--- src/verilog/ebt_params.svh ---
/*
  Address map, field positions and reset values of the two-channel
  8-bit compare-match timer. Assumes a 32-bit AXI4-Lite register bus.
*/
`ifndef EBT_PARAMS_SVH
`define EBT_PARAMS_SVH
`define EBT_OFF_CNT     3'h0
`define EBT_OFF_CORA    3'h1
`define EBT_OFF_CORB    3'h2
`define EBT_OFF_CTL     3'h3
`define EBT_OFF_FLG     3'h4
`define EBT_OFF_ISTAT   3'h0
`define EBT_OFF_IMASK   3'h1
`define EBT_CH_BIT      5
`define EBT_GLB_BIT     6
`define EBT_CTL_IEB     7
`define EBT_CTL_IEA     6
`define EBT_CTL_IEW     5
`define EBT_CTL_CCL_LO  3
`define EBT_CTL_CKS_LO  0
`define EBT_FLG_B       7
`define EBT_FLG_A       6
`define EBT_FLG_W       5
`define EBT_FLG_TRIG_EN 4
`define EBT_RST_CNT     8'h00
`define EBT_RST_COR     8'hff
`define EBT_RST_CTL     8'h00
`define EBT_RST_FLG     3'h0
`define EBT_DIV_A       8
`define EBT_DIV_B       64
`define EBT_DIV_C       8192
`define EBT_RESP_OK     2'h0
`define EBT_RESP_ERR    2'h2
`endif

--- src/verilog/ebt_pkg.sv ---
/*
  Types of the two-channel 8-bit compare-match timer.
  Enum encodings are set here; other numeric constants come from ebt_params.svh.
*/
package ebt_pkg;
  typedef enum logic [1:0] {
    EBT_CKS_STOP = 2'h0,
    EBT_CKS_DA   = 2'h1,
    EBT_CKS_DB   = 2'h2,
    EBT_CKS_DC   = 2'h3
  } ebt_cks_e;
  typedef enum logic [1:0] {
    EBT_CCL_NONE = 2'h0,
    EBT_CCL_A    = 2'h1,
    EBT_CCL_B    = 2'h2,
    EBT_CCL_RSV  = 2'h3
  } ebt_ccl_e;
  typedef logic [1:0] ebt_ch_t;
endpackage

--- src/verilog/ebt_timer.sv ---
/*
  Two-channel 8-bit compare-match timer: counters, compare registers,
  flags, interrupt and transfer requests, A/D start trigger, and an
  AXI4-Lite register slave. Assumes one clock, aclk, and synchronous
  active-low reset; transfer acknowledges come from logic on aclk.
*/
// The register addresses and the AXI4-Lite slave port were decided locally.
`timescale 1ns/1ps
`default_nettype none
`include "ebt_params.svh"

// How it works
// - Three gated requests per channel: A, B, wrap
// - Match A/B requests also start transfers
// - Fixed priority ch0 A,B,wrap then ch1
// - Only channel 0 match A drives ADC
// - Match A with trigger enable starts ADC
// - Clear beats a counter write
// - Counter write beats a count pulse
// - Compare write suppresses its match
// - Count on falling edge of divided clock
// - Select change high-to-low counts once
// - Clear select 01 clears on match A
// - Both match enables give both interrupts
// - Equal counter sets match A/B flag
// - Flag clears by read-one then write-zero
// - Transfer activation clears flag unless transfer_irq_select is set
// - Wrap FF to 00 sets wrap flag
module ebt_timer #(
  parameter int DIV_A = `EBT_DIV_A,
  parameter int DIV_B = `EBT_DIV_B,
  parameter int DIV_C = `EBT_DIV_C
) (
  input  wire logic         aclk,
  input  wire logic         aresetn,
  input  wire logic [7:0]   s_axi_awaddr,
  input  wire logic         s_axi_awvalid,
  output logic              s_axi_awready,
  input  wire logic [31:0]  s_axi_wdata,
  input  wire logic [3:0]   s_axi_wstrb,
  input  wire logic         s_axi_wvalid,
  output logic              s_axi_wready,
  output logic [1:0]        s_axi_bresp,
  output logic              s_axi_bvalid,
  input  wire logic         s_axi_bready,
  input  wire logic [7:0]   s_axi_araddr,
  input  wire logic         s_axi_arvalid,
  output logic              s_axi_arready,
  output logic [31:0]       s_axi_rdata,
  output logic [1:0]        s_axi_rresp,
  output logic              s_axi_rvalid,
  input  wire logic         s_axi_rready,
  output ebt_pkg::ebt_ch_t  match_a_irq,
  output ebt_pkg::ebt_ch_t  match_b_irq,
  output ebt_pkg::ebt_ch_t  wrap_irq,
  output ebt_pkg::ebt_ch_t  xfer_req_a,
  output ebt_pkg::ebt_ch_t  xfer_req_b,
  input  wire ebt_pkg::ebt_ch_t xfer_ack_a,
  input  wire ebt_pkg::ebt_ch_t xfer_ack_b,
  input  wire logic         transfer_irq_select,
  output logic [2:0]        top_source,
  output logic              top_valid,
  output logic              adc_start,
  output logic              irq
);
  import ebt_pkg::*;

  localparam int PW = $clog2(DIV_C);

  // Each divider taps one prescaler bit, so each must be a power of two above the one before
  if (DIV_A < 2 || (DIV_A & (DIV_A - 1)) != 0) begin : g_bad_div_a
    $error("ebt_timer: DIV_A must be a power of two of at least 2");
  end
  if (DIV_B <= DIV_A || (DIV_B & (DIV_B - 1)) != 0) begin : g_bad_div_b
    $error("ebt_timer: DIV_B must be a power of two above DIV_A");
  end
  if (DIV_C <= DIV_B || (DIV_C & (DIV_C - 1)) != 0) begin : g_bad_div_c
    $error("ebt_timer: DIV_C must be a power of two above DIV_B");
  end

  // Divided clock level; a stopped selection reads as low
  function automatic logic sel_level(input ebt_cks_e sel, input logic [PW-1:0] p);
    logic l;
    l = 1'b0;
    unique case (sel)
      EBT_CKS_STOP: l = 1'b0;
      EBT_CKS_DA:   l = p[$clog2(DIV_A)-1];
      EBT_CKS_DB:   l = p[$clog2(DIV_B)-1];
      EBT_CKS_DC:   l = p[PW-1];
    endcase
    return l;
  endfunction

  // Word decode: bit 7 must be clear, bit 6 picks the global pair, bit 5 the channel
  function automatic logic hit(input logic [7:0] a,
                               input logic       g,
                               input logic       ch,
                               input logic [2:0] idx);
    return a[`EBT_GLB_BIT] == g && a[`EBT_CH_BIT] == ch && a[4:2] == idx && a[7] == 1'b0;
  endfunction

  // AXI4-Lite slave. Address and data are taken in either order and held until
  // both are in; the write then lands in one cycle and the response follows it.
  // Reads answer one cycle after the address is taken, from the live registers.
  logic [7:0]  awaddr_r;
  logic [31:0] wdata_r;
  logic [3:0]  wstrb_r;
  logic        aw_full_r;
  logic        w_full_r;
  logic        bvalid_r;
  logic [1:0]  bresp_r;
  logic        rvalid_r;
  logic [31:0] rdata_r;
  logic [1:0]  rresp_r;

  wire wr_go  = aw_full_r & w_full_r & ~bvalid_r;
  wire rd_go  = s_axi_arvalid & ~rvalid_r;
  wire aw_hs  = s_axi_awvalid & s_axi_awready;
  wire w_hs   = s_axi_wvalid & s_axi_wready;
  wire wr_lo  = wr_go & wstrb_r[0];
  wire [7:0] wbyte = wdata_r[7:0];

  assign s_axi_awready = ~aw_full_r & ~bvalid_r;
  assign s_axi_wready  = ~w_full_r & ~bvalid_r;
  assign s_axi_bvalid  = bvalid_r;
  assign s_axi_bresp   = bresp_r;
  assign s_axi_arready = ~rvalid_r;
  assign s_axi_rvalid  = rvalid_r;
  assign s_axi_rdata   = rdata_r;
  assign s_axi_rresp   = rresp_r;

  logic [PW-1:0] presc_r;
  logic [5:0]    istat_r;
  logic [5:0]    imask_r;
  logic [5:0]    events;
  logic [5:0]    req;
  logic [31:0]   ch_rd [2];
  logic          mat_a_ch0;
  logic          adc_trigger_enable_r;

  // Unmapped words answer with an error unless a write leaves byte 0 unstrobed, and leave every register as it was
  wire wr_istat = wr_lo & hit(awaddr_r, 1'b1, 1'b0, `EBT_OFF_ISTAT);
  wire wr_imask = wr_lo & hit(awaddr_r, 1'b1, 1'b0, `EBT_OFF_IMASK);
  wire rd_istat = hit(s_axi_araddr, 1'b1, 1'b0, `EBT_OFF_ISTAT);
  wire rd_imask = hit(s_axi_araddr, 1'b1, 1'b0, `EBT_OFF_IMASK);
  wire rd_ch    = ~s_axi_araddr[`EBT_GLB_BIT] & ~s_axi_araddr[7] & (s_axi_araddr[4:2] <= `EBT_OFF_FLG);
  wire rd_ok    = rd_istat | rd_imask | rd_ch;
  wire wr_ch    = ~awaddr_r[`EBT_GLB_BIT] & ~awaddr_r[7] & (awaddr_r[4:2] <= `EBT_OFF_FLG);
  wire wr_ok    = wr_istat | wr_imask | wr_ch | ~wstrb_r[0];
  wire [31:0] rd_val = rd_istat ? {26'h0, istat_r} :
                       rd_imask ? {26'h0, imask_r} :
                       rd_ch    ? ch_rd[s_axi_araddr[`EBT_CH_BIT]] : 32'h0;

  always_ff @(posedge aclk) begin
    if (!aresetn) begin
      aw_full_r <= 1'b0;
      w_full_r  <= 1'b0;
      awaddr_r  <= 8'h00;
      wdata_r   <= 32'h0;
      wstrb_r   <= 4'h0;
    end else begin
      if (aw_hs) begin
        aw_full_r <= 1'b1;
        awaddr_r  <= s_axi_awaddr;
      end else if (wr_go) begin
        aw_full_r <= 1'b0;
      end
      if (w_hs) begin
        w_full_r <= 1'b1;
        wdata_r  <= s_axi_wdata;
        wstrb_r  <= s_axi_wstrb;
      end else if (wr_go) begin
        w_full_r <= 1'b0;
      end
    end
  end

  always_ff @(posedge aclk) begin
    if (!aresetn) begin
      bvalid_r <= 1'b0;
      bresp_r  <= `EBT_RESP_OK;
      rvalid_r <= 1'b0;
      rdata_r  <= 32'h0;
      rresp_r  <= `EBT_RESP_OK;
    end else begin
      if (wr_go) begin
        bvalid_r <= 1'b1;
        bresp_r  <= wr_ok ? `EBT_RESP_OK : `EBT_RESP_ERR;
      end else if (s_axi_bready) begin
        bvalid_r <= 1'b0;
      end
      if (rd_go) begin
        rvalid_r <= 1'b1;
        rdata_r  <= rd_val;
        rresp_r  <= rd_ok ? `EBT_RESP_OK : `EBT_RESP_ERR;
      end else if (s_axi_rready) begin
        rvalid_r <= 1'b0;
      end
    end
  end

  // Free-running prescaler shared by both channels
  // Never cleared by a selection change, so a switch keeps the phase of the new tap
  always_ff @(posedge aclk) begin
    if (!aresetn) begin
      presc_r <= '0;
    end else begin
      presc_r <= presc_r + PW'(1);
    end
  end

  for (genvar c = 0; c < 2; c++) begin : g_ch
    logic [7:0] cnt_r;
    logic [7:0] cora_r;
    logic [7:0] corb_r;
    logic [7:0] ctl_r;
    logic [2:0] flg_r;
    logic [2:0] seen_r;
    logic       lvl_r;

    localparam logic CHB = 1'(c);

    // Strobes of this channel: writes in the single cycle in which a write lands, the flags read when its address is taken
    wire w_cnt  = wr_lo & hit(awaddr_r, 1'b0, CHB, `EBT_OFF_CNT);
    wire w_cora = wr_lo & hit(awaddr_r, 1'b0, CHB, `EBT_OFF_CORA);
    wire w_corb = wr_lo & hit(awaddr_r, 1'b0, CHB, `EBT_OFF_CORB);
    wire w_ctl  = wr_lo & hit(awaddr_r, 1'b0, CHB, `EBT_OFF_CTL);
    wire w_flg  = wr_lo & hit(awaddr_r, 1'b0, CHB, `EBT_OFF_FLG);
    wire r_flg  = rd_go & hit(s_axi_araddr, 1'b0, CHB, `EBT_OFF_FLG);

    wire ebt_cks_e cks = ebt_cks_e'(ctl_r[`EBT_CTL_CKS_LO +: 2]);
    wire ebt_ccl_e ccl = ebt_ccl_e'(ctl_r[`EBT_CTL_CCL_LO +: 2]);
    // Previous level follows the selection, so a switch from high to low counts once
    wire lvl_now = sel_level(cks, presc_r);
    wire pulse   = lvl_r & ~lvl_now;
    // Match is taken on the count pulse, the last state the equality holds
    wire mat_a   = pulse & (cnt_r == cora_r) & ~w_cora;
    wire mat_b   = pulse & (cnt_r == corb_r) & ~w_corb;
    wire clr     = (ccl == EBT_CCL_A & mat_a) | (ccl == EBT_CCL_B & mat_b);
    // A pulse lost to a clear or a write never reaches 00, so it is no overflow
    wire wrap    = pulse & ~w_cnt & ~clr & (cnt_r == 8'hff);
    // Clear beats a write, and a write swallows the count pulse of its own cycle
    wire [7:0] cnt_nxt = clr ? 8'h00 :
                         w_cnt ? wbyte :
                         pulse ? cnt_r + 8'h01 : cnt_r;
    wire [2:0] set  = {mat_b, mat_a, wrap};
    // Software clears a flag only after the last flags read saw it set
    wire [2:0] wclr = w_flg ? (seen_r & ~wbyte[`EBT_FLG_B -: 3]) : 3'h0;
    // A transfer that takes the request clears its flag unless the controller keeps it
    wire [2:0] xclr = {xfer_ack_b[c] & ~transfer_irq_select,
                       xfer_ack_a[c] & ~transfer_irq_select, 1'b0};
    wire [2:0] flg_nxt = set | (flg_r & ~(wclr | xclr));

    always_ff @(posedge aclk) begin
      if (!aresetn) begin
        cnt_r  <= `EBT_RST_CNT;
        cora_r <= `EBT_RST_COR;
        corb_r <= `EBT_RST_COR;
        ctl_r  <= `EBT_RST_CTL;
        flg_r  <= `EBT_RST_FLG;
        seen_r <= 3'h0;
        lvl_r  <= 1'b0;
      end else begin
        cnt_r  <= cnt_nxt;
        cora_r <= w_cora ? wbyte : cora_r;
        corb_r <= w_corb ? wbyte : corb_r;
        ctl_r  <= w_ctl ? wbyte : ctl_r;
        flg_r  <= flg_nxt;
        seen_r <= r_flg ? flg_r : (w_flg ? 3'h0 : seen_r);
        lvl_r  <= lvl_now;
      end
    end

    wire [2:0] en = {ctl_r[`EBT_CTL_IEB], ctl_r[`EBT_CTL_IEA], ctl_r[`EBT_CTL_IEW]};
    // Priority order inside a channel is A, B, wrap
    assign req[3*(1-c) +: 3] = {flg_r[1] & en[1], flg_r[2] & en[2], flg_r[0] & en[0]};
    assign match_a_irq[c] = flg_r[1] & en[1];
    assign match_b_irq[c] = flg_r[2] & en[2];
    assign wrap_irq[c]    = flg_r[0] & en[0];
    assign xfer_req_a[c]  = match_a_irq[c];
    assign xfer_req_b[c]  = match_b_irq[c];
    assign events[3*c +: 3] = set;
    if (c == 0) begin : g_trig
      assign mat_a_ch0 = mat_a;
    end

    wire [7:0] flg_rd = {flg_r[2], flg_r[1], flg_r[0], (c == 0) ? adc_trigger_enable_r : 1'b1, 4'h0};
    assign ch_rd[c] = (s_axi_araddr[4:2] == `EBT_OFF_CNT)  ? {24'h0, cnt_r}  :
                      (s_axi_araddr[4:2] == `EBT_OFF_CORA) ? {24'h0, cora_r} :
                      (s_axi_araddr[4:2] == `EBT_OFF_CORB) ? {24'h0, corb_r} :
                      (s_axi_araddr[4:2] == `EBT_OFF_CTL)  ? {24'h0, ctl_r}  :
                      {24'h0, flg_rd};
  end

  // Trigger enable lives only in channel 0 flags register
  wire w_trig_en = wr_lo & hit(awaddr_r, 1'b0, 1'b0, `EBT_OFF_FLG);

  // One-cycle start; whether it begins a conversion is up to the converter
  always_ff @(posedge aclk) begin
    if (!aresetn) begin
      adc_trigger_enable_r <= 1'b0;
      adc_start            <= 1'b0;
    end else begin
      adc_trigger_enable_r <= w_trig_en ? wbyte[`EBT_FLG_TRIG_EN] : adc_trigger_enable_r;
      adc_start            <= mat_a_ch0 & adc_trigger_enable_r;
    end
  end

  // Global sticky event status, write one to clear; a new event wins over the clear
  // Status bit 3c+2 is match B, 3c+1 match A and 3c wrap of channel c
  always_ff @(posedge aclk) begin
    if (!aresetn) begin
      istat_r <= 6'h00;
      imask_r <= 6'h00;
    end else begin
      istat_r <= events | (istat_r & ~(wr_istat ? wdata_r[5:0] : 6'h00));
      imask_r <= wr_imask ? wdata_r[5:0] : imask_r;
    end
  end

  // Level output: drops only when software clears the status bit or masks it
  assign irq = |(istat_r & imask_r);

  // req bit 5 is ch0 match A, bit 0 is ch1 wrap; highest bit wins
  // The encoder only reports the winner; every request line stays up on its own
  logic [2:0] top_nxt;
  always_comb begin
    top_nxt = 3'h0;
    for (int i = 0; i < 6; i++) begin
      if (req[i]) begin
        top_nxt = 3'(5 - i);
      end
    end
  end

  always_ff @(posedge aclk) begin
    if (!aresetn) begin
      top_source <= 3'h0;
      top_valid  <= 1'b0;
    end else begin
      top_source <= top_nxt;
      top_valid  <= |req;
    end
  end
endmodule
`default_nettype wire

--- config.mk ---
export PLATFORM = sky130hd
export DESIGN_NAME = ebt_timer
export DESIGN_NICKNAME = d
export VERILOG_FILES = /design/src/verilog/ebt_pkg.sv /design/src/verilog/ebt_timer.sv
export VERILOG_INCLUDE_DIRS = /design/src /design/src/verilog
export SDC_FILE = /design/constraint.sdc
export NUM_CORES = 1
export LEC_CHECK = 0
export BUFFER_PORTS_ARGS = -buffer_cell sky130_fd_sc_hd__buf_2
export CAP_MARGIN = 20
export CORE_AREA = 2 2 122 124
export CTS_CLUSTER_DIAMETER = 200
export DETAILED_ROUTE_END_ITERATION = 16
export DIE_AREA = 0 0 124 126
export MAX_ROUTING_LAYER = met4
export PLACE_DENSITY_LB_ADDON = 0.25
export SYNTH_ARGS = -nofsm -noshare
export SYNTH_HDL_FRONTEND = slang
export SYNTH_SLANG_ARGS = --single-unit
--- constraint.sdc ---
create_clock -name aclk -period 1.8 [get_ports aclk]
set_input_delay 0.18 -clock aclk [delete_from_list [all_inputs] [get_ports aclk]]
set_output_delay 0.18 -clock aclk [all_outputs]
set_load 0.02 [all_outputs]
==> results of run 1 <==
==> placed cells by master (no fill, tap or decap), types with 6 or more instances in the layout <==
cell type	netlist	final
sky130_fd_sc_hd__nand2_1	86	86
sky130_fd_sc_hd__or3_1	9	9
sky130_fd_sc_hd__nor3_2	5	8
sky130_fd_sc_hd__dlygate4sd3_1	0	14
sky130_fd_sc_hd__a31oi_1	6	6
sky130_fd_sc_hd__clkbuf_16	0	17
sky130_fd_sc_hd__a21oi_1	33	33
sky130_fd_sc_hd__mux2i_1	54	53
sky130_fd_sc_hd__nor3_1	14	10
sky130_fd_sc_hd__nand3_1	20	20
sky130_fd_sc_hd__nor2b_1	7	7
sky130_fd_sc_hd__nor2_1	81	81
sky130_fd_sc_hd__inv_1	16	16
sky130_fd_sc_hd__o21a_1	13	13
sky130_fd_sc_hd__xor2_1	37	37
sky130_fd_sc_hd__dfxtp_1	138	125
sky130_fd_sc_hd__mux2_2	10	10
sky130_fd_sc_hd__buf_2	14	63
sky130_fd_sc_hd__nand3b_1	6	6
sky130_fd_sc_hd__o21ai_0	43	43
sky130_fd_sc_hd__a22oi_1	16	16
sky130_fd_sc_hd__nand4_1	10	10
sky130_fd_sc_hd__conb_1	1	26
sky130_fd_sc_hd__dfxtp_2	0	12
sky130_fd_sc_hd__and3_1	8	7
sky130_fd_sc_hd__inv_6	0	6
sky130_fd_sc_hd__buf_4	32	100
sky130_fd_sc_hd__o211ai_1	8	8
sky130_fd_sc_hd__nor4_1	15	11
==> how the worst min path moves through the flow <==
stage / to / cells after the start / slack [ns] / start
2_1_floorplan: wdata_r[6] / 2 / 0.32 / s_axi_wdata[6]
3_3_place_gp: awaddr_r[5] / 3 / 0.41 / s_axi_awaddr[5]
3_5_place_dp: awaddr_r[5] / 3 / 0.42 / s_axi_awaddr[5]
4_1_cts: wdata_r[5] / 3 / 0.008 / s_axi_wdata[5]
5_1_grt: wdata_r[5] / 3 / 0.03 / s_axi_wdata[5]
6_report: wdata_r[5] / 3 / 0.02 / s_axi_wdata[5]
==> layout make-up <==
cell class                      count  area [µm²]  share of cell area, %
Clock buffer                       18         439                   4.87
Clock inverter                     14         135                   1.50
Inverter                           18        67.6                  0.749
Multi-Input combinational cell    608        4090                   45.3
Sequential cell                   138        2780                   30.8
Tap cell                          184         230                   2.55
Timing Repair Buffer              181        1280                   14.2
==> registers in the layout (all words and copies together) (netlist names), 2 cells and up <==
signal,cells
istat_r,6
presc_r,13
top_source,3
g_ch.flg_r,6
wdata_r,8
g_ch.seen_r,6
g_ch.lvl_r,2
awaddr_r,6
imask_r,6
s_axi_rdata,8
g_ch.cora_r,16
g_ch.corb_r,16
g_ch.ctl_r,16
g_ch.cnt_r,16
==> worst min-delay path, cell delays in order <==
cell	delay, ns
sky130_fd_sc_hd__buf_2	0.09
sky130_fd_sc_hd__nand2_1	0.07
sky130_fd_sc_hd__a21oi_1	0.06
==> stage by stage <==
| step | instances | hold WS, ns | util, % |
|---|---|---|---|
| CTS | 1158 | 0.00815 | 61.9 |
| floorplan | 850 | 0.316 | - |
| detailed placement | 1111 | 0.416 | 56.8 |
| finish | 1161 | 0.0214 | 63.0 |
| global placement | 1111 | 0.407 | 56.8 |
| global route | 1161 | 0.0337 | 63.0 |
==> layer usage <==
layer / vias up / GRT usage [%]
li1: 3171 / -
met1: 3082 / 35.1
met2: 251 / 42.0
met3: 34 / 5.98
met4: 0 / 8.79
met5: - / -
==> logic make-up (layout without fill, tap and decap cells) <==
kind of cell | Yosys count | count (layout)
compound gates | 167 | 167
xor+xnor | 42 | 42
fa+ha+maj | 3 | 3
buf+inv | 104 | 231
flops | 138 | 138
mux | 70 | 70
other cells | 1 | 26
simple gates | 300 | 300
==> report_power, final <==
part	internal (mW)	switching, mW
logic	0.288	0.402
clock network	1.96	1.47
registers	3.10	0.0813
total	5.35	1.95
==> what timing repair did <==
item                       CTS  global route
buffers inserted             1             3
hold endpoints to repair    14             0
setup endpoints to repair   17            51
hold buffers                14             0
gates cloned                 0             0
pin swaps                    1            11
gates resized for setup      3            34
==> results by group, run 1 <==
Floorplan
  – Starting density of the core: 50.2%
  – Die ar.: 15600 µm²
  – Core footprint: 14300 µm²
  – Horiz. Die Dim: 124 µm
  – Row Count: 44
  – Number of primary I/O pins: 121
  – Die height: 126 µm

Drt
  – Detailed-routing iteration count for the pre-antenna-repair pass: 5
  – Average vias per placed instance: 5.63
  – Total length of routed met3 wires: 1.30 mm
  – Drt total wl: 20.2 mm
  – DRC violations left: 0
  – Total via count in the routed design: 6538
  – Average detailed-routed wire length per instance: 17.4 µm
  – Routed length on met1: 9.10 mm
  – Topmost layer with routed signal wires: met4
  – Met2 Routed Length: 9.34 mm
  – Initial drt markers: 619
  – Number of nets still failing antenna checks after routing: 0

Synth
  – Yosys Warn Count: 0
  – Number of instances in the synthesized netlist: 825
  – Post-synthesis average cell area: 8.71 µm²
  – Commonest cells in the synthesized netlist: sky130_fd_sc_hd__dfxtp_1, sky130_fd_sc_hd__nand2_1, sky130_fd_sc_hd__nor2_1
  – Synth async-reset ratio: 0%
  – Synth top area share: 38.5%
  – Number of flops mapped to enable cells by yosys: 0
  – Prevailing post-synth register cell: sky130_fd_sc_hd__dfxtp_1
  – Most frequent cell after synthesis: sky130_fd_sc_hd__dfxtp_1
  – Share of the synthesized area in compound gates (AO/OA/AOI/OAI): 15.4%
  – Dominant combinational cell family by area after synthesis: simple AND/OR/NAND/NOR gates
  – Post-Synth Adder-Cell Area: 0.523%
  – Mapped cell area: 7180 µm²
  – Fraction of the mapped netlist area in simple logic gates: 22.0%
  – Mux share of post-synthesis cell area: 10.9%
  – #FFs+latches synth: 138
  – Leading post-synthesis cells by cell area: sky130_fd_sc_hd__dfxtp_1, sky130_fd_sc_hd__mux2i_1, sky130_fd_sc_hd__xor2_1, sky130_fd_sc_hd__nand2_1, sky130_fd_sc_hd__nor2_1
  – Synth area leader: sky130_fd_sc_hd__dfxtp_1
  – Sequential share of the synthesized area: 38.5%
  – Yosys cell types: 72
  – Post-synthesis xor/xnor area fraction: 5.12%

GRT
  – Number of antenna violations at the first check in global routing: 0
  – Tot GR Track Use: 27.1%
  – Vias in the first global route: 6138
  – Pin count of the biggest net entering global routing: 41
  – Global-route wire length before repair: 31.5 mm
  – Residual overflow from global routing: 0

Clock tree
  – Clock sink total: 138
  – Clock latency on the worst-skew pair: 0.44 ns
  – Clock Tree Root: sky130_fd_sc_hd__clkbuf_16
  – Clock tree buffer depth: 2
  – Clock-pin slew on the worst setup and hold paths: 0.06 ns
  – Number of levels the H-tree was split into: 4
  – CTS tree: done
  – Number of buffers created by CTS: 17

STA
  – Fin crit share: 99.6%
  – Pins Over Slew Limit: 0
  – Worst slew margin: 56.3%
  – FMAX: 558 MHz
  – RSZ-0062 raised after global routing: yes
  – Time the worst path needs with I/O delays and setup: 1.79 ns
  – Worst-case setup margin in the final layout: 0.00645 ns
  – Number of failing hold endpoints at the final stage: 0
  – Clock skew after layout: 0.00708 ns
  – Transition time of the tightest slew-check pin: 0.655 ns
  – Aggregate negative setup slack: 0 ns
  – Count of final setup violators: 0

Power
  – Max rail drop VDD: 0.605 mV
  – Tot Pwr: 7.30 mW
  – Power density relative to cell area: 809 nW/µm²
  – Leakage power: 3.81 nW

Setup path
  – Reg-to-Reg Start: g_ch[0].ctl_r[1]
  – Kind of cell adding the most delay to the critical path: simple AND/OR/NAND/NOR gates
  – Destination of the critical timing path: istat_r[0]
  – Critical register-to-register path endpoint: istat_r[0]
  – Critical Path Start: g_ch[0].ctl_r[1]
  – Worst reg2reg setup slack: 0.006 ns
  – Worst path max stage delay: 0.43 ns
  – Top fanout value on the critical path: 4
  – Cells on worst reg2reg path: 6
  – Critical Setup Path Class: reg -> reg
  – Data required time of the worst path: 2.18 ns
  – Endpoint kind of the worst setup timing path: flip-flop
  – Type of element launching the critical path: flip-flop
  – Count of cell instances traversed by the critical path: 6
  – Crit path cell chain: mux2i_2 > buf_4 > o211ai_2 > nor4b_1 > and3_4 > a31o_1
  – Worst Path Buf+Inv: 1
  – Worst endpoint data arrival time: 2.17 ns
  – Cell at the slowest stage of the critical path: sky130_fd_sc_hd__nor4b_1

Layout
  – Final standard cell area without fillers: 9020 µm²
  – P&R area growth vs syn: 25.6%
  – Ratio of cells with drive above 1 in the final layout: 27.5%
  – Fillcell total: 1236
  – Final Net Count: 1031
  – Number of diodes: 0

Place
  – Pre-CTS WS: -0.0389 ns
  – Final Wtd Congestion: 0.899
  – Count of input and output buffers: 63
  – Detailed placement HPWL: 14.2 mm
  – Area after DPL: 8130 µm²

Run status
  – Result of the run: finished clean

Hold path
  – Type of the most critical hold path: in -> reg

Run
  – Max cap viols: 0
Note: power is estimated with default switching activity, not from simulation.
==> run 2: changes to the inputs <==
--- a/config.mk
+++ b/config.mk
@@ -10,10 +10,13 @@
 export CAP_MARGIN = 20
 export CORE_AREA = 2 2 122 124
 export CTS_CLUSTER_DIAMETER = 200
+export CTS_CLUSTER_SIZE = 25
 export DETAILED_ROUTE_END_ITERATION = 16
 export DIE_AREA = 0 0 124 126
 export MAX_ROUTING_LAYER = met4
 export PLACE_DENSITY_LB_ADDON = 0.25
+export SETUP_SLACK_MARGIN = 0.02
+export SLEW_MARGIN = 20
 export SYNTH_ARGS = -nofsm -noshare
 export SYNTH_HDL_FRONTEND = slang
 export SYNTH_SLANG_ARGS = --single-unit
==> results by group, run 2 (synthesized netlist as in run 1, its figures left out) <==
Run status
  – Result of the run: finished clean

Power
  – Max rail drop VDD: 0.605 mV
  – Power density relative to cell area: 804 nW/µm²
  – Leakage power: 3.82 nW
  – Tot Pwr: 7.32 mW

Drt
  – Average vias per placed instance: 5.66
  – DRC violations left: 0
  – Met2 Routed Length: 9.39 mm
  – Detailed-routing iteration count for the pre-antenna-repair pass: 7
  – Number of nets still failing antenna checks after routing: 0
  – Total length of routed met3 wires: 1.31 mm
  – Routed length on met1: 9.27 mm
  – Average detailed-routed wire length per instance: 17.5 µm
  – Initial drt markers: 638
  – Total via count in the routed design: 6595
  – Topmost layer with routed signal wires: met4
  – Drt total wl: 20.5 mm

Run
  – Max cap viols: 0

STA
  – Worst slew margin: 58.0%
  – Fin crit share: 98.4%
  – Time the worst path needs with I/O delays and setup: 1.77 ns
  – Aggregate negative setup slack: 0 ns
  – Worst-case setup margin in the final layout: 0.0282 ns
  – Pins Over Slew Limit: 0
  – Count of final setup violators: 0
  – Clock skew after layout: 0.00764 ns
  – Transition time of the tightest slew-check pin: 0.630 ns
  – RSZ-0062 raised after global routing: yes
  – Number of failing hold endpoints at the final stage: 0
  – Worst hold slack after final layout: 0.0190 ns
  – FMAX: 564 MHz

Setup path
  – Critical Setup Path Class: reg -> reg
  – Type of element launching the critical path: flip-flop
  – Worst endpoint data arrival time: 2.15 ns
  – Data required time of the worst path: 2.18 ns
  – Reg-to-Reg Start: awaddr_r[4]
  – Worst reg2reg setup slack: 0.03 ns
  – Cells on worst reg2reg path: 7
  – Top fanout value on the critical path: 4
  – Endpoint kind of the worst setup timing path: flip-flop
  – Critical register-to-register path endpoint: istat_r[0]

Clock tree
  – Clock sink total: 138
  – Clock-pin slew on the worst setup and hold paths: 0.06 ns
  – Clock latency on the worst-skew pair: 0.44 ns
  – Clock Tree Root: sky130_fd_sc_hd__clkbuf_16
  – Number of buffers created by CTS: 17
  – Number of levels the H-tree was split into: 4
  – CTS tree: done
  – Clock tree buffer depth: 2

Layout
  – Final cell count without fillers: 1166
  – Final core utilization: 63.6%
  – Top library cells by usage in the layout, fill and taps aside: sky130_fd_sc_hd__dfxtp_1, sky130_fd_sc_hd__buf_4, sky130_fd_sc_hd__nand2_1
  – Commonest non-fill, non-tap cell in the layout: sky130_fd_sc_hd__dfxtp_1
  – Final Net Count: 1036
  – Final standard cell area without fillers: 9100 µm²
  – P&R area growth vs syn: 26.7%
  – Ratio of cells with drive above 1 in the final layout: 28.3%
  – Number of diodes: 0

Floorplan
  – Die height: 126 µm
  – Die ar.: 15600 µm²
  – Starting density of the core: 50.2%
  – Core footprint: 14300 µm²
  – Number of primary I/O pins: 121
  – Row Count: 44
  – Horiz. Die Dim: 124 µm

GRT
  – Residual overflow from global routing: 0
  – Pin count of the biggest net entering global routing: 41
  – Vias in the first global route: 6135
  – Number of antenna violations at the first check in global routing: 0
  – Tot GR Track Use: 27.1%
  – Global-route wire length before repair: 31.5 mm

Hold path
  – Worst min-delay path endpoint: wdata_r[5]
  – Depth of the worst hold-timing path: 3
  – Type of the most critical hold path: in -> reg
  – Launch point of the worst hold path: s_axi_wdata[5]

Place
  – Area after DPL: 8130 µm²
  – Pre-CTS WS: -0.0389 ns
  – Count of input and output buffers: 63
  – Final Wtd Congestion: 0.899
  – Detailed placement HPWL: 14.2 mm
  – Post-placement cell count: 1111
==> run 2: cell types whose count changed in the layout (fill, tap and decap cells not counted), moves of 2 or more <==
cell,change
sky130_fd_sc_hd__dfxtp_1,-2
sky130_fd_sc_hd__buf_4,+3
sky130_fd_sc_hd__nor4_1,-2
sky130_fd_sc_hd__dfxtp_2,+2
sky130_fd_sc_hd__nor4_2,+2
==> run 2: worst max-delay path by stage <==
stage	start	cells past startpoint	to
finish	awaddr_r[4]	7	istat_r[0]
global route	g_ch[0].ctl_r[1]	6	istat_r[0]
CTS	awaddr_r[7]	7	g_ch[0].cnt_r[3]
detailed placement	awaddr_r[2]	6	g_ch[0].cnt_r[3]
global placement	g_ch[0].cnt_r[4]	6	g_ch[0].cnt_r[4]
floorplan	s_axi_bvalid	7	g_ch[0].cnt_r[2]
==> run 2: critical path, stage by stage (launching register included) <==
cell and delay (ns):
sky130_fd_sc_hd__dfxtp_4 0.36, sky130_fd_sc_hd__buf_6 0.12, sky130_fd_sc_hd__nor4b_4 0.30, sky130_fd_sc_hd__nor4b_4 0.24, sky130_fd_sc_hd__buf_4 0.17, sky130_fd_sc_hd__nand4b_1 0.19, sky130_fd_sc_hd__and3_4 0.24, sky130_fd_sc_hd__a31o_1 0.09
==> run 2: routing by layer <==
metal	vias up	global-route usage, %
met5	-	-
met4	0	8.79
met3	36	5.98
met2	246	42.0
met1	3139	35.1
li1	3174	-
==> run 2: layout make-up <==
| type | count | area, µm² |
|---|---|---|
| clock buffer | 18 | 439 |
| clock inverter | 14 | 135 |
| fill | 1215 | 5220 |
| inverter | 18 | 67.6 |
| multi-input combinational | 608 | 4130 |
| sequential | 138 | 2780 |
| tap | 184 | 230 |
| timing repair buffer | 186 | 1320 |
==> run 2: what timing repair did <==
item / CTS / global route
setup buffers: 1 / 9
setup endpoints to repair: 19 / 54
cloned: 0 / 0
hold buffers: 14 / 0
endpoints found under the hold margin: 14 / 0
resized for setup: 3 / 43
pin swaps: 1 / 14
==> run 2: where the power goes <==
| part | internal, mW | leakage [nW] | switching, mW |
|---|---|---|---|
| Clock | 1.96 | 0.271 | 1.47 |
| Sequential | 3.10 | 1.12 | 0.0821 |
| Combinational | 0.291 | 2.43 | 0.408 |
==> run 3: changes to the inputs <==
--- a/config.mk
+++ b/config.mk
@@ -6,13 +6,13 @@
 export SDC_FILE = /design/constraint.sdc
 export NUM_CORES = 1
 export LEC_CHECK = 0
-export BUFFER_PORTS_ARGS = -buffer_cell sky130_fd_sc_hd__buf_2
 export CAP_MARGIN = 20
-export CORE_AREA = 2 2 122 124
+export CORE_AREA = 2 2 115 117
 export CTS_CLUSTER_DIAMETER = 200
 export CTS_CLUSTER_SIZE = 25
 export DETAILED_ROUTE_END_ITERATION = 16
-export DIE_AREA = 0 0 124 126
+export DIE_AREA = 0 0 117 119
+export DONT_BUFFER_PORTS = 1
 export MAX_ROUTING_LAYER = met4
 export PLACE_DENSITY_LB_ADDON = 0.25
 export SETUP_SLACK_MARGIN = 0.02
==> results by group, run 3 (synthesized netlist as in run 1, its figures left out) <==
Setup path
  – Top fanout value on the critical path: 8
  – Data required time of the worst path: 2.10 ns
  – Critical Setup Path Class: reg -> reg
  – Endpoint kind of the worst setup timing path: flip-flop
  – Worst endpoint data arrival time: 2.12 ns
  – Type of element launching the critical path: flip-flop

STA
  – Pins Over Slew Limit: 0
  – Transition time of the tightest slew-check pin: 0.668 ns
  – Fin crit share: 101%
  – Aggregate negative setup slack: -0.0349 ns
  – Worst-case setup margin in the final layout: -0.0183 ns
  – Clock skew after layout: 0.0117 ns
  – Number of failing hold endpoints at the final stage: 0
  – RSZ-0062 raised after global routing: yes
  – Time the worst path needs with I/O delays and setup: 1.82 ns
  – Count of final setup violators: 2
  – FMAX: 550 MHz
  – Worst slew margin: 55.4%

Hold path
  – Type of the most critical hold path: in -> reg

GRT
  – Number of antenna violations at the first check in global routing: 0
  – Tot GR Track Use: 31.2%
  – Pin count of the biggest net entering global routing: 65
  – Vias in the first global route: 6183
  – Residual overflow from global routing: 0
  – Global-route wire length before repair: 32.3 mm

Layout
  – Final Net Count: 942
  – Final cell count without fillers: 1064
  – Number of diodes: 0
  – Fillcell total: 997
  – Ratio of cells with drive above 1 in the final layout: 20.5%
  – P&R area growth vs syn: 21.0%
  – Final core utilization: 67.5%
  – Top library cells by usage in the layout, fill and taps aside: sky130_fd_sc_hd__dfxtp_1, sky130_fd_sc_hd__nand2_1, sky130_fd_sc_hd__nor2_1
  – Commonest non-fill, non-tap cell in the layout: sky130_fd_sc_hd__dfxtp_1

Place
  – Post-placement cell count: 1009
  – Detailed placement HPWL: 13.7 mm
  – Count of input and output buffers: 0
  – Final Wtd Congestion: 0.949

Drt
  – Number of nets still failing antenna checks after routing: 0
  – Topmost layer with routed signal wires: met4
  – Total via count in the routed design: 6424
  – DRC violations left: 0
  – Routed length on met1: 8.65 mm
  – Met2 Routed Length: 9.84 mm
  – Detailed-routing iteration count for the pre-antenna-repair pass: 5
  – Average detailed-routed wire length per instance: 19.2 µm
  – Total length of routed met3 wires: 1.32 mm
  – Drt total wl: 20.4 mm
  – Initial drt markers: 625
  – Average vias per placed instance: 6.04

Power
  – Switching component of the power: 1.83 mW
  – Relative contribution of sequential cells to total power: 42.8%
  – Max rail drop VDD: 0.662 mV
  – Combinational share of power: 7.6%
  – Switching share of total power: 24.5%
  – Power density relative to cell area: 860 nW/µm²
  – Leakage power: 3.49 nW
  – Part of the total power dissipated in the clock network: 49.5%
  – Tot Pwr: 7.47 mW
  – Internal: 5.64 mW

Clock tree
  – Number of levels the H-tree was split into: 4
  – Number of buffers created by CTS: 17
  – Clock Tree Root: sky130_fd_sc_hd__clkbuf_16
  – Clock latency on the worst-skew pair: 0.43 ns
  – Clock-pin slew on the worst setup and hold paths: 0.06 ns
  – Clock sink total: 138
  – Clock tree buffer depth: 2
  – CTS tree: done

Floorplan
  – Starting density of the core: 55.8%
  – Core footprint: 12900 µm²
  – Row Count: 42
  – Die ar.: 13900 µm²
  – Die height: 119 µm
  – Number of primary I/O pins: 121
  – Horiz. Die Dim: 117 µm

Run
  – Max cap viols: 0

Run status
  – Violations in the final reports: setup timing
  – Result of the run: finished with violations
-- run 3: cell count changes in the layout (fill, tap and decap cells not counted), sizes merged --
cell	change
dlygate4sd3	+5
clkinv	-1
clkbuf	+2
buf	-99
inv	-2
bufinv	+2
clkinvlp	-1
-- run 3: power groups by stage --
stage | Clock (mW) | Sequential [mW] | Combinational [mW]
5_1_grt | 3.88 | 3.21 | 0.616
3_5_place_dp | 0 | 3.26 | 0.473
3_3_place_gp | 0 | 3.26 | 0.463
2_1_floorplan | 0 | 3.22 | 0.440
4_1_cts | 3.72 | 3.20 | 0.543
6_report | 3.70 | 3.20 | 0.570
-- run 3: stage by stage --
stage          setup WS, ns  area (µm²)  hold WS [ns]
2_1_floorplan        0.0600        7280         0.316
3_3_place_gp       -0.00231        7560         0.247
3_5_place_dp        -0.0519        7560         0.250
4_1_cts              0.0303        8500       0.00932
5_1_grt             -0.0700        8690       0.00759
6_report            -0.0183        8690        0.0209
-- run 3: cell type report --
cell class	instances	area (µm²)	share of cell area (%)
multi-input combinational	608	4180	48.1
inverter	18	67.6	0.778
clock buffer	20	467	5.37
timing repair buffer	92	802	9.23
clock inverter	12	161	1.86
sequential	138	2790	32.2
tap	176	220	2.53
-- run 3: timing repair --
item                                   CTS  global route
gates resized for setup                 16            43
cloned                                   0             0
setup endpoints to repair               25            46
buffers inserted                         2             2
endpoints found under the hold margin   82             0
pin swaps                                5            16
hold buffers                            20             0
-- run 3: per-layer routing --
| metal | up-vias | GRT usage, % |
|---|---|---|
| li1 | 2987 | - |
| met1 | 3105 | 39.4 |
| met2 | 289 | 48.8 |
| met3 | 43 | 6.56 |
| met4 | 0 | 11.8 |
| met5 | - | - |
-- run 3: critical path, cell delays in order, from the launching register on --
cell and delay (ns):
sky130_fd_sc_hd__dfxtp_1 0.43, sky130_fd_sc_hd__xor2_1 0.15, sky130_fd_sc_hd__nor4_2 0.41, sky130_fd_sc_hd__nand4_1 0.23
sky130_fd_sc_hd__a21oi_4 0.37, sky130_fd_sc_hd__nor3b_1 0.09
-- run 3: path summary, 6_finish.rpt --
check	cells past startpoint	from	slack, ns	endpoint
setup / recovery	5	g_ch[1].cnt_r[6]	-0.02	g_ch[1].cnt_r[4]
hold / removal	3	s_axi_araddr[2]	0.02	s_axi_rdata[6]
setup reg to reg	5	g_ch[1].cnt_r[6]	-0.02	g_ch[1].cnt_r[4]
hold reg to reg	1	presc_r[0]	0.44	presc_r[0]
